`src/port_mux_defs.svh`:
```
`ifndef PORT_MUX_DEFS_SVH
`define PORT_MUX_DEFS_SVH

// Register byte offsets on the APB slave.
`define OFF_PC_DATA 8'h00
`define OFF_PC_DIR 8'h04
`define OFF_PC_OD 8'h08
`define OFF_PC_MODE 8'h0C
`define OFF_PC_PINS 8'h10
`define OFF_PD_DATA 8'h14
`define OFF_PD_DIR 8'h18
`define OFF_PD_MODE 8'h1C
`define OFF_PD_PINS 8'h20
`define OFF_ALT_CTRL 8'h24
`define OFF_IRQ_STATUS 8'h28
`define OFF_IRQ_MASK 8'h2C

// Field positions of the alternate function control register.
`define ALT_TEST_PORT 0
`define ALT_TEST_STATUS 1
`define ALT_READY_BUSY 2
`define ALT_CLOCK_IN 3
`define ALT_FLASH_SELECT 4

// Field positions of the interrupt status and mask registers.
`define IRQ_FLASH_DONE 0
`define IRQ_FLASH_DESELECT 1
`define IRQ_WIDTH 2

// Reset values.
`define RST_BYTE 8'h00
`define RST_PD 3'h0
`define RST_PC_MODE 16'h0000
`define RST_PD_MODE 6'h00
`define RST_ALT 5'h00
`define RST_WORD 32'h0000_0000
`define RST_READY 1'b1

`endif

```
`src/port_mux_pkg.sv`:
```
`default_nettype none

package port_mux_pkg;

  // Function of one eight-pin port pin, two bits per pin.
  typedef enum logic [1:0] {PC_SW_IO, PC_LOGIC_OUT, PC_LOGIC_IN, PC_UNUSED} pc_mode_t;

  // Function of one three-pin port pin, two bits per pin.
  typedef enum logic [1:0] {PD_SW_IO, PD_LOGIC_IN, PD_CHIP_SELECT, PD_UNUSED} pd_mode_t;

  typedef struct packed {
    logic [1:0] status;
    logic irq;
  } irq_state_t;

  typedef struct packed {
    logic [7:0] pc_data;
    logic [7:0] pc_dir;
    logic [7:0] pc_od;
    logic [15:0] pc_mode;
    logic [2:0] pd_data;
    logic [2:0] pd_dir;
    logic [5:0] pd_mode;
    logic [4:0] alt_ctrl;
    logic [1:0] irq_mask;
    logic [31:0] prdata;
    logic pready;
    logic pslverr;
    logic [7:0] pc_out;
    logic [7:0] pc_oe;
    logic [2:0] pd_out;
    logic [2:0] pd_oe;
    logic [7:0] pc_logic_in;
    logic [2:0] pd_logic_in;
    logic tms;
    logic tck;
    logic tdi;
    logic clk_in;
    logic flash_off;
    logic ready_q;
  } mux_state_t;

endpackage : port_mux_pkg

`default_nettype wire

```
`src/port_mux.sv`:
```
`default_nettype none
`include "port_mux_defs.svh"

// Behaviour
// - Each eight-pin port pin can be software I/O, a logic output macrocell, or a logic input.
// - With the test port on, port C bits 0, 1, 5 and 6 carry TMS, TCK, TDI and TDO.
// - Port C bits 3 and 4 can carry programming status and programming error as well.
// - Port C bit 3 can drive flash ready/busy, showing when a program or erase completes.
// - Software may switch each eight-pin port software I/O output between push-pull and open drain.
// - Each three-pin port pin can be software I/O or a direct logic array input.
// - A three-pin port pin can drive a chip select from the logic array, no macrocell used.
// - Port D bit 1 can be the logic clock input shared by the logic array.
// - Port D bit 2 can be an active-low flash select; while it is high the flash is off.
module port_mux
  import port_mux_pkg::*;
(
  input wire logic ref_clk_i,
  input wire logic rst_n_i,
  input wire logic psel_i,
  input wire logic penable_i,
  input wire logic pwrite_i,
  input wire logic [7:0] paddr_i,
  input wire logic [31:0] pwdata_i,
  output logic [31:0] prdata_o,
  output logic pready_o,
  output logic pslverr_o,
  input wire logic [7:0] port_c_in_i,
  output logic [7:0] port_c_out_o,
  output logic [7:0] port_c_oe_o,
  input wire logic [2:0] port_d_in_i,
  output logic [2:0] port_d_out_o,
  output logic [2:0] port_d_oe_o,
  input wire logic [7:0] logic_output_macrocells_i,
  input wire logic [7:0] logic_output_macrocells_oe_i,
  input wire logic [2:0] logic_chip_select_i,
  output logic [7:0] port_c_logic_in_o,
  output logic [2:0] port_d_logic_in_o,
  output logic logic_clock_input_o,
  output logic test_mode_select_o,
  output logic test_clock_o,
  output logic test_data_in_o,
  input wire logic test_data_out_i,
  input wire logic test_data_out_oe_i,
  input wire logic programming_status_i,
  input wire logic programming_error_i,
  input wire logic flash_ready_i,
  output logic flash_disable_o,
  output logic irq_o
);

  mux_state_t s;
  mux_state_t next_s;

  // Register map, one 32-bit word each, with unused upper bits reading as zero.
  // Port C has data, direction (a one drives the pin) and open-drain words, and a
  // mode word with two bits a pin: software, logic output, logic input or unused.
  // Port D has data, direction and a mode word whose codes are software, logic
  // input, chip select or unused; it has no open-drain option.
  // Each port also has a read-only word that returns the present pin levels.
  // The alternate function word enables the test port, the status pins, the
  // ready/busy pin, the logic clock input and the flash select input.
  // Interrupt status is cleared by reading it, and the mask has the same layout.
  // Writes to read-only words are dropped quietly, while an unmapped address
  // answers with an error so that a stray software pointer shows up at once.

  logic access;
  logic setup;
  logic [1:0] irq_event;
  logic [1:0] irq_clear;
  logic [1:0] irq_status;
  logic [7:0] pc_sw_sel;
  logic [7:0] pc_alt_out;
  logic [7:0] pc_alt_oe;
  logic [2:0] pd_sw_sel;
  logic [2:0] pd_alt_out;
  logic [2:0] pd_alt_oe;
  logic [7:0] pc_drv_out;
  logic [7:0] pc_drv_oe;
  logic [2:0] pd_drv_out;
  logic [2:0] pd_drv_oe;

  // Mode of one pin from its two-bit field; shared by several decodes below.
  function automatic pc_mode_t pc_mode_of(input logic [15:0] modes, input int idx);
    pc_mode_t m;
    m = pc_mode_t'(modes[2*idx +: 2]);
    return m;
  endfunction : pc_mode_of

  function automatic pd_mode_t pd_mode_of(input logic [5:0] modes, input int idx);
    pd_mode_t m;
    m = pd_mode_t'(modes[2*idx +: 2]);
    return m;
  endfunction : pd_mode_of

  // The slave answers in the first access cycle, so pready is high there.
  // A master that stretched its access phase beyond that cycle would not be
  // answered again, so the bus must follow the plain two-cycle transfer.
  assign setup = psel_i & ~penable_i;
  assign access = psel_i & penable_i & s.pready;

  // Reading status clears only the bits that were actually returned, so an event
  // arriving after the setup cycle stays pending instead of vanishing.
  assign irq_clear = (access && !pwrite_i && paddr_i == `OFF_IRQ_STATUS)
    ? s.prdata[1:0] : 2'b00;

  // Both events are edges, so a flash that stays ready or a select pin that stays
  // high raises its flag once and not on every cycle.
  // Events: flash operation done (ready rises) and flash deselected by the select pin.
  assign irq_event[`IRQ_FLASH_DONE] = flash_ready_i & ~s.ready_q;
  assign irq_event[`IRQ_FLASH_DESELECT] = next_s.flash_off & ~s.flash_off;

  // The test port takes its pins whatever their mode bits say, so that a programmer
  // can still reach the device after software has misconfigured the port.
  // Eight-pin port routing; fixed alternate functions outrank the per-pin mode.
  always_comb
  begin
    pc_sw_sel = '0;
    pc_alt_out = '0;
    pc_alt_oe = '0;
    for (int i = 0; i < 8; i++)
    begin
      pc_sw_sel[i] = (pc_mode_of(s.pc_mode, i) == PC_SW_IO);
      pc_alt_out[i] = logic_output_macrocells_i[i];
      pc_alt_oe[i] = (pc_mode_of(s.pc_mode, i) == PC_LOGIC_OUT)
        & logic_output_macrocells_oe_i[i];
    end
    if (s.alt_ctrl[`ALT_TEST_PORT])
    begin
      // Bits 0, 1 and 5 become inputs; bit 6 is driven by the test port.
      pc_sw_sel[0] = 1'b0;
      pc_sw_sel[1] = 1'b0;
      pc_sw_sel[5] = 1'b0;
      pc_sw_sel[6] = 1'b0;
      pc_alt_oe[0] = 1'b0;
      pc_alt_oe[1] = 1'b0;
      pc_alt_oe[5] = 1'b0;
      pc_alt_out[6] = test_data_out_i;
      pc_alt_oe[6] = test_data_out_oe_i;
    end
    if (s.alt_ctrl[`ALT_TEST_STATUS])
    begin
      // The status pair takes bit 3 ahead of the ready/busy output.
      pc_sw_sel[3] = 1'b0;
      pc_sw_sel[4] = 1'b0;
      pc_alt_out[3] = programming_status_i;
      pc_alt_oe[3] = 1'b1;
      pc_alt_out[4] = programming_error_i;
      pc_alt_oe[4] = 1'b1;
    end
    else if (s.alt_ctrl[`ALT_READY_BUSY])
    begin
      pc_sw_sel[3] = 1'b0;
      pc_alt_out[3] = flash_ready_i;
      pc_alt_oe[3] = 1'b1;
    end
  end

  // A clock or flash select pin is never driven, so the board signal on it cannot
  // fight the device even if software leaves that pin's direction bit set.
  // Three-pin port routing; clock and flash select inputs outrank the per-pin mode.
  always_comb
  begin
    pd_sw_sel = '0;
    pd_alt_out = '0;
    pd_alt_oe = '0;
    for (int i = 0; i < 3; i++)
    begin
      pd_sw_sel[i] = (pd_mode_of(s.pd_mode, i) == PD_SW_IO);
      // A chip select is routed straight from the array, no macrocell in the path.
      pd_alt_out[i] = logic_chip_select_i[i];
      pd_alt_oe[i] = (pd_mode_of(s.pd_mode, i) == PD_CHIP_SELECT);
    end
    if (s.alt_ctrl[`ALT_CLOCK_IN])
    begin
      pd_sw_sel[1] = 1'b0;
      pd_alt_oe[1] = 1'b0;
    end
    if (s.alt_ctrl[`ALT_FLASH_SELECT])
    begin
      pd_sw_sel[2] = 1'b0;
      pd_alt_oe[2] = 1'b0;
    end
  end

  // Pin drivers honour the open-drain choice only on software pins.
  io_drive #(
    .W(8)
  ) u_pc_drive (
    .sw_sel_i(pc_sw_sel),
    .sw_data_i(s.pc_data),
    .sw_dir_i(s.pc_dir),
    .sw_od_i(s.pc_od),
    .alt_out_i(pc_alt_out),
    .alt_oe_i(pc_alt_oe),
    .out_o(pc_drv_out),
    .oe_o(pc_drv_oe)
  );

  // The three-pin port has no open-drain option, so its outputs are push-pull.
  io_drive #(
    .W(3)
  ) u_pd_drive (
    .sw_sel_i(pd_sw_sel),
    .sw_data_i(s.pd_data),
    .sw_dir_i(s.pd_dir),
    .sw_od_i(3'b000),
    .alt_out_i(pd_alt_out),
    .alt_oe_i(pd_alt_oe),
    .out_o(pd_drv_out),
    .oe_o(pd_drv_oe)
  );

  // Sticky event flags, cleared by reading them, gated by the mask onto irq_o.
  // Masked flags still set, so software can poll them with the interrupt off.
  irq_sticky u_irq (
    .ref_clk_i(ref_clk_i),
    .rst_n_i(rst_n_i),
    .event_i(irq_event),
    .clear_i(irq_clear),
    .mask_i(s.irq_mask),
    .status_o(irq_status),
    .irq_o(irq_o)
  );

  // Next state: register writes, read data, and every registered pin and side output.
  always_comb
  begin
    next_s = s;
    if (access && pwrite_i)
    begin
      case (paddr_i)
        `OFF_PC_DATA: next_s.pc_data = pwdata_i[7:0];
        `OFF_PC_DIR: next_s.pc_dir = pwdata_i[7:0];
        `OFF_PC_OD: next_s.pc_od = pwdata_i[7:0];
        `OFF_PC_MODE: next_s.pc_mode = pwdata_i[15:0];
        `OFF_PD_DATA: next_s.pd_data = pwdata_i[2:0];
        `OFF_PD_DIR: next_s.pd_dir = pwdata_i[2:0];
        `OFF_PD_MODE: next_s.pd_mode = pwdata_i[5:0];
        `OFF_ALT_CTRL: next_s.alt_ctrl = pwdata_i[4:0];
        `OFF_IRQ_MASK: next_s.irq_mask = pwdata_i[1:0];
        default: next_s.pc_data = s.pc_data;
      endcase
    end
    // Read data is prepared in the setup cycle so that it comes from a flop.
    // Pin levels are therefore those of the setup cycle; a pin that toggles during
    // the access cycle shows up only on the next read.
    next_s.pready = setup;
    next_s.pslverr = 1'b0;
    if (setup)
    begin
      next_s.prdata = `RST_WORD;
      case (paddr_i)
        `OFF_PC_DATA: next_s.prdata[7:0] = s.pc_data;
        `OFF_PC_DIR: next_s.prdata[7:0] = s.pc_dir;
        `OFF_PC_OD: next_s.prdata[7:0] = s.pc_od;
        `OFF_PC_MODE: next_s.prdata[15:0] = s.pc_mode;
        `OFF_PC_PINS: next_s.prdata[7:0] = port_c_in_i;
        `OFF_PD_DATA: next_s.prdata[2:0] = s.pd_data;
        `OFF_PD_DIR: next_s.prdata[2:0] = s.pd_dir;
        `OFF_PD_MODE: next_s.prdata[5:0] = s.pd_mode;
        `OFF_PD_PINS: next_s.prdata[2:0] = port_d_in_i;
        `OFF_ALT_CTRL: next_s.prdata[4:0] = s.alt_ctrl;
        `OFF_IRQ_STATUS: next_s.prdata[1:0] = irq_status;
        `OFF_IRQ_MASK: next_s.prdata[1:0] = s.irq_mask;
        default: next_s.pslverr = 1'b1;
      endcase
    end
    // Registered pin drive, one cycle behind the selecting state and sources.
    next_s.pc_out = pc_drv_out;
    next_s.pc_oe = pc_drv_oe;
    next_s.pd_out = pd_drv_out;
    next_s.pd_oe = pd_drv_oe;
    // Logic array inputs; both ports are direct, with no input macrocell flop, apart
    // from the output flop every top-level output carries.
    for (int i = 0; i < 8; i++)
    begin
      next_s.pc_logic_in[i] = (pc_mode_of(s.pc_mode, i) == PC_LOGIC_IN)
        & port_c_in_i[i];
    end
    for (int i = 0; i < 3; i++)
    begin
      next_s.pd_logic_in[i] = (pd_mode_of(s.pd_mode, i) == PD_LOGIC_IN)
        & port_d_in_i[i];
    end
    // Test port inputs read zero unless the test port owns those pins.
    next_s.tms = s.alt_ctrl[`ALT_TEST_PORT] & port_c_in_i[0];
    next_s.tck = s.alt_ctrl[`ALT_TEST_PORT] & port_c_in_i[1];
    next_s.tdi = s.alt_ctrl[`ALT_TEST_PORT] & port_c_in_i[5];
    next_s.clk_in = s.alt_ctrl[`ALT_CLOCK_IN] & port_d_in_i[1];
    // A high level on the select pin turns the flash off to save power.
    next_s.flash_off = s.alt_ctrl[`ALT_FLASH_SELECT] & port_d_in_i[2];
    next_s.ready_q = flash_ready_i;
  end

  // All control state clears on reset; pins start undriven.
  always_ff @(posedge ref_clk_i)
  begin
    if (!rst_n_i)
    begin
      s <= '0;
      s.pc_data <= `RST_BYTE;
      s.pc_dir <= `RST_BYTE;
      s.pc_od <= `RST_BYTE;
      s.pc_mode <= `RST_PC_MODE;
      s.pd_data <= `RST_PD;
      s.pd_dir <= `RST_PD;
      s.pd_mode <= `RST_PD_MODE;
      s.alt_ctrl <= `RST_ALT;
      s.prdata <= `RST_WORD;
      // Ready idles high, so its edge detector starts high as well; starting low
      // would report a finished flash operation right after every reset.
      s.ready_q <= `RST_READY;
    end
    else
    begin
      s <= next_s;
    end
  end

  // Every pin and side output lags its inputs by one flop. That costs a cycle on
  // the logic array paths, but keeps each output free of glitches while the mode
  // registers change underneath it.
  // Outputs come straight from the state flops.
  assign prdata_o = s.prdata;
  assign pready_o = s.pready;
  assign pslverr_o = s.pslverr;
  assign port_c_out_o = s.pc_out;
  assign port_c_oe_o = s.pc_oe;
  assign port_d_out_o = s.pd_out;
  assign port_d_oe_o = s.pd_oe;
  assign port_c_logic_in_o = s.pc_logic_in;
  assign port_d_logic_in_o = s.pd_logic_in;
  assign logic_clock_input_o = s.clk_in;
  assign test_mode_select_o = s.tms;
  assign test_clock_o = s.tck;
  assign test_data_in_o = s.tdi;
  assign flash_disable_o = s.flash_off;

endmodule : port_mux

`default_nettype wire

```
`src/io_drive.sv`:
```
`default_nettype none

module io_drive #(
  parameter int W = 8
) (
  input wire logic [W-1:0] sw_sel_i,
  input wire logic [W-1:0] sw_data_i,
  input wire logic [W-1:0] sw_dir_i,
  input wire logic [W-1:0] sw_od_i,
  input wire logic [W-1:0] alt_out_i,
  input wire logic [W-1:0] alt_oe_i,
  output logic [W-1:0] out_o,
  output logic [W-1:0] oe_o
);

  // Software pins drive push-pull, or only a low level when open drain is chosen.
  // Pins given to another function ignore the software bits entirely.
  always_comb
  begin
    for (int i = 0; i < W; i++)
    begin
      if (sw_sel_i[i])
      begin
        out_o[i] = sw_od_i[i] ? 1'b0 : sw_data_i[i];
        oe_o[i] = sw_dir_i[i] & (~sw_od_i[i] | ~sw_data_i[i]);
      end
      else
      begin
        out_o[i] = alt_out_i[i];
        oe_o[i] = alt_oe_i[i];
      end
    end
  end

endmodule : io_drive

`default_nettype wire

```
`src/irq_sticky.sv`:
```
`default_nettype none
`include "port_mux_defs.svh"

module irq_sticky
  import port_mux_pkg::*;
(
  input wire logic ref_clk_i,
  input wire logic rst_n_i,
  input wire logic [1:0] event_i,
  input wire logic [1:0] clear_i,
  input wire logic [1:0] mask_i,
  output logic [1:0] status_o,
  output logic irq_o
);

  irq_state_t s;
  irq_state_t next_s;

  // A new event wins over a clear in the same cycle, so no event is lost.
  always_comb
  begin
    next_s = s;
    next_s.status = (s.status & ~clear_i) | event_i;
    next_s.irq = |(next_s.status & mask_i);
  end

  always_ff @(posedge ref_clk_i)
  begin
    if (!rst_n_i)
    begin
      s <= '0;
    end
    else
    begin
      s <= next_s;
    end
  end

  assign status_o = s.status;
  assign irq_o = s.irq;

endmodule : irq_sticky

`default_nettype wire

```
`config.mk`:
```
export PLATFORM = sky130hd
export DESIGN_NAME = port_mux
export DESIGN_NICKNAME = d
export VERILOG_FILES = /design/src/port_mux_pkg.sv /design/src/port_mux.sv /design/src/io_drive.sv /design/src/irq_sticky.sv
export VERILOG_INCLUDE_DIRS = /design/src /design/src/src
export SDC_FILE = /design/constraint.sdc
export NUM_CORES = 1
export LEC_CHECK = 0
export BUFFER_PORTS_ARGS = -buffer_cell sky130_fd_sc_hd__buf_2
export CORE_MARGIN = 1.5
export CORE_UTILIZATION = 30
export DETAILED_ROUTE_END_ITERATION = 7
export PLACE_DENSITY = 0.54
export SKIP_CTS_REPAIR_TIMING = 1
export SYNTH_ARGS = -nofsm -noshare
export SYNTH_HDL_FRONTEND = slang
export SYNTH_SLANG_ARGS = --single-unit
```
`constraint.sdc`:
```
create_clock -name ref_clk_i -period 4.6 [get_ports ref_clk_i]
set_clock_uncertainty 0.2 [all_clocks]
set_input_delay 0 -clock ref_clk_i [delete_from_list [all_inputs] [get_ports ref_clk_i]]
set_output_delay 0 -clock ref_clk_i [all_outputs]
set_load 0.02 [all_outputs]
```
==> impl_metrics.prom <==
# TYPE chip_impl_metric gauge
chip_impl_info{name="run_status",value="completed"} 1
chip_impl_info{name="synthDominantAreaCellType",value="dfxtp_1"} 1
chip_impl_metric{name="placed_area",unit="um2"} 5860
chip_impl_metric{name="num_vias",unit=""} 4778
chip_impl_metric{name="min_path_cells",unit=""} 3
chip_impl_info{name="cp_slowest_cell",value="or4b_1"} 1
chip_impl_info{name="crit_path_end_kind",value="register"} 1
chip_impl_metric{name="floorplan.die.height",unit="um"} 139
chip_impl_metric{name="timing.reg2reg.worst_path_depth",unit=""} 5
chip_impl_metric{name="synthDistinctLibCells",unit=""} 58
chip_impl_metric{name="route.detailed.wl_per_inst",unit="um"} 17.2
chip_impl_metric{name="dp_slack",unit="ns"} 1.87
chip_impl_info{name="timing.setup.critical_path_class",value="primary input to register"} 1
chip_impl_info{name="crit_top_cell",value="dlygate4sd3_1"} 1
chip_impl_metric{name="htreeDepth",unit=""} 4
chip_impl_metric{name="leakage",unit="nW"} 2.93
chip_impl_metric{name="layout.nets",unit=""} 818
chip_impl_metric{name="timing.critical_path.slowest_cell_delay",unit="ns"} 0.71
chip_impl_metric{name="final_hold_viol_count",unit=""} 0
chip_impl_metric{name="flow.area_growth_from_synthesis",unit="%"} 27.0
chip_impl_metric{name="dieArea",unit="um2"} 19300
chip_impl_metric{name="postLayoutSetupSlackWorst",unit="ns"} 1.90
chip_impl_metric{name="number_of_synthesized_flops_with_an_enable_pin",unit=""} 0
chip_impl_info{name="synth.area.top_cells",value="dfxtp_1 43%, mux2i_1 8.9%, buf_4 8.8%, nor2_1 5.3%, nand2_1 4.3%"} 1
chip_impl_metric{name="detail_route.wirelength.met1",unit="um"} 7800
chip_impl_metric{name="finalHoldWorstSlack",unit="ns"} 0.0418
chip_impl_metric{name="antenna_violations_before_repair",unit=""} 1
chip_impl_metric{name="clock_sinks",unit=""} 119
chip_impl_metric{name="grt_remaining_overflow",unit=""} 0
chip_impl_metric{name="numCtsBuffers",unit=""} 17
chip_impl_metric{name="design.core.area",unit="um2"} 18000
chip_impl_metric{name="syn-mean-instance-area",unit="um2"} 8.96
chip_impl_metric{name="finalWirelength",unit="um"} 16900
chip_impl_metric{name="gpl.final_weighted_congestion",unit=""} 0.791
chip_impl_metric{name="initial_utilization",unit="%"} 30.7
chip_impl_info{name="min_to",value="prdata_o[0]"} 1
chip_impl_metric{name="power.density",unit="nW/um2"} 343
chip_impl_metric{name="reg2reg_setup_slack",unit="ns"} 2.27
chip_impl_metric{name="synth_seq_area_share",unit="%"} 43.1
chip_impl_metric{name="final.min_clock_period",unit="ns"} 2.70
chip_impl_metric{name="max_cap_viol_count",unit=""} 0
chip_impl_metric{name="clk_pin_slew_worst_paths",unit="ns"} 0.05
chip_impl_metric{name="detail_route.iter0.violations",unit=""} 284
chip_impl_metric{name="finalSetupViolations",unit=""} 0
chip_impl_metric{name="die_width",unit="um"} 139
chip_impl_metric{name="syn_inst",unit=""} 617
chip_impl_info{name="tritoncts",value="done"} 1
chip_impl_metric{name="synth_top_cell_area_share",unit="%"} 43.1
chip_impl_info{name="rsz0062_at_grt",value="false"} 1
chip_impl_info{name="synth-main-ff-cell",value="dfxtp_1"} 1
chip_impl_metric{name="clock_insertion_delay_worst_skew",unit="ns"} 0.42
chip_impl_metric{name="grt_first_pass_wirelength",unit="um"} 25000
chip_impl_info{name="reg2reg_from",value="pready_o"} 1
chip_impl_metric{name="first_global_vias",unit=""} 4316
chip_impl_metric{name="drive_gt1_share",unit="%"} 23.6
chip_impl_metric{name="fin_area",unit="um2"} 7020
chip_impl_info{name="worstHoldStart",value="paddr_i[2]"} 1
chip_impl_metric{name="vdd.ir_drop.worst",unit="mV"} 0.255
chip_impl_metric{name="port_buffers",unit=""} 120
chip_impl_metric{name="insertedDiodeCount",unit=""} 0
chip_impl_metric{name="yosysWarnings",unit=""} 0
chip_impl_metric{name="timing.critical_path.required",unit="ns"} 4.71
chip_impl_metric{name="final_critical_path_share_of_the_clock_period",unit="%"} 58.6
chip_impl_metric{name="final_setup_tns",unit="ns"} 0
chip_impl_info{name="cts.root.buffer_cell",value="clkbuf_16"} 1
chip_impl_info{name="worst_setup_path_start_kind",value="primary input"} 1
chip_impl_metric{name="crit_cells",unit=""} 8
chip_impl_metric{name="route.detailed.drc",unit=""} 0
chip_impl_metric{name="timing.critical_path.arrival",unit="ns"} 2.81
chip_impl_metric{name="drt-pass1-iter-count",unit=""} 5
chip_impl_metric{name="maxClockFrequency",unit="GHz"} 0.371
chip_impl_metric{name="drt.antenna.violating_nets",unit=""} 0
chip_impl_info{name="final_cell_mix",value="120 x buf_2, 119 x dfxtp_1, 78 x nor2_1"} 1
chip_impl_metric{name="core.rowCount",unit=""} 49
chip_impl_metric{name="detailroute.wirelength.met3",unit="um"} 1070
chip_impl_metric{name="timing.critical_path.buf_inv",unit=""} 3
chip_impl_metric{name="maxSlewViolCount",unit=""} 0
chip_impl_metric{name="grt_use_total",unit="%"} 17.1
chip_impl_metric{name="synth-seq-cells",unit=""} 119
chip_impl_info{name="route.top_layer_used",value="met5"} 1
chip_impl_metric{name="crit_path_max_fanout",unit=""} 14
chip_impl_metric{name="post_syn_area",unit="um2"} 5530
chip_impl_info{name="hp-class",value="primary input to register"} 1
chip_impl_metric{name="grt_start_max_net_pins",unit=""} 48
chip_impl_info{name="crit_family",value="buffers and inverters"} 1
chip_impl_metric{name="tightest_slew",unit="ns"} 1.16
chip_impl_info{name="worstPathCellList",value="dlygate4sd3_1 -> buf_2 -> or4b_1 -> nor4_2 -> dlygate4sd3_1 -> a21oi_1 -> a31o_2 -> a22o_1"} 1
chip_impl_metric{name="dr_wl_met2",unit="um"} 7730
chip_impl_info{name="critical_path.reg2reg.endpoint",value="s[99]"} 1
chip_impl_info{name="commonest_non_fill_non_tap_cell_in_the_layout",value="buf_2"} 1
chip_impl_metric{name="ys_async_sr_fraction",unit="%"} 0
chip_impl_metric{name="timing.slew.headroom",unit="%"} 22.1
chip_impl_metric{name="hpwlAfterDp",unit="um"} 11700
chip_impl_metric{name="num_io_pins",unit=""} 153
chip_impl_metric{name="viasPerCell",unit=""} 4.88
chip_impl_metric{name="clock_tree.buffer_depth",unit=""} 2
-- cells in the mapped netlist, types with 3 or more instances --
| cell | instances |
|---|---|
| inv_1 | 5 |
| a22oi_1 | 11 |
| nand2b_1 | 3 |
| dfxtp_1 | 119 |
| a21oi_1 | 47 |
| mux2_2 | 3 |
| nor2b_1 | 7 |
| a211oi_1 | 3 |
| o21ai_0 | 21 |
| nor4_1 | 4 |
| and4b_1 | 11 |
| and3_1 | 5 |
| mux4_2 | 4 |
| a221oi_1 | 3 |
| nand3_1 | 6 |
| buf_4 | 65 |
| nand2_1 | 63 |
| clkbuf_1 | 22 |
| a22o_1 | 5 |
| buf_2 | 9 |
| mux2i_1 | 49 |
| nand3b_1 | 4 |
| nor2_4 | 3 |
| or4b_2 | 5 |
| nor2_1 | 78 |
| nor3_1 | 18 |
-- cell type report --
cell class	count	area [um2]
fill	1888	11000
timing repair buffer	185	1240
multi-input combinational	409	2540
sequential	119	2380
inverter	6	22.5
tap	229	287
clock inverter	8	47.5
clock buffer	23	498
-- worst max path at each step --
stage | start | end | slack (ns)
global route | penable_i | prdata_o[12] | 1.83
floorplan | pready_o | s[100] | 2.60
detailed placement | paddr_i[3] | prdata_o[14] | 1.87
CTS | paddr_i[3] | prdata_o[14] | 2.30
global placement | paddr_i[3] | prdata_o[15] | 1.91
finish | paddr_i[4] | u_irq.irq_o | 1.90
-- cells by family after synthesis --
kind of cell,after synthesis,synth area share [%]
AOI/OAI and AO/OA,107,11.9
other,1,0.0678
DFF,119,43.1
buffers and inverters,104,11.9
muxes,56,11.1
and+or+nand+nor,230,21.8
-- sequential cells by signal, indices dropped and copies added, names as in the netlist --
register / count
s: 60
prdata_o: 16
port_c_logic_in_o: 8
port_c_oe_o: 8
port_c_out_o: 8
port_d_logic_in_o: 3
port_d_oe_o: 3
port_d_out_o: 3
u_irq.status_o: 2
flash_disable_o: 1
logic_clock_input_o: 1
pready_o: 1
pslverr_o: 1
test_clock_o: 1
test_data_in_o: 1
test_mode_select_o: 1
u_irq.irq_o: 1
-- where the power goes --
part / internal (mW) / total [mW] / switching (mW) / leakage [nW]
clock network: 0.750 / 1.21 / 0.458 / 0.267
registers: 1.04 / 1.04 / 0.00195 / 0.959
logic: 0.0679 / 0.162 / 0.0945 / 1.70
-- through the flow --
| step | util [%] | power (mW) | instances |
|---|---|---|---|
| 6_report | 39.0 | 2.41 | 979 |
| 3_5_place_dp | 32.5 | 1.18 | 886 |
| 2_1_floorplan | - | 1.14 | 632 |
| 5_1_grt | 39.0 | 2.50 | 979 |
| 3_3_place_gp | 32.5 | 1.18 | 886 |
| 4_1_cts | 35.5 | 2.40 | 917 |
-- worst register-to-register path, cell delays in order, from the launching register on --
cell and delay [ns]:
dfxtp_1 0.35, nand4_1 0.37, or2_4 0.49, or2_1 0.52
nand2_1 0.18, a21oi_1 0.07
-- routing by layer --
layer | vias up | GRT usage (%)
li1 | 2328 | -
met1 | 2253 | 23.3
met2 | 173 | 26.0
met3 | 22 | 5.11
met4 | 2 | 5.54
met5 | - | 0
Note: power is estimated with default switching activity, not from simulation.
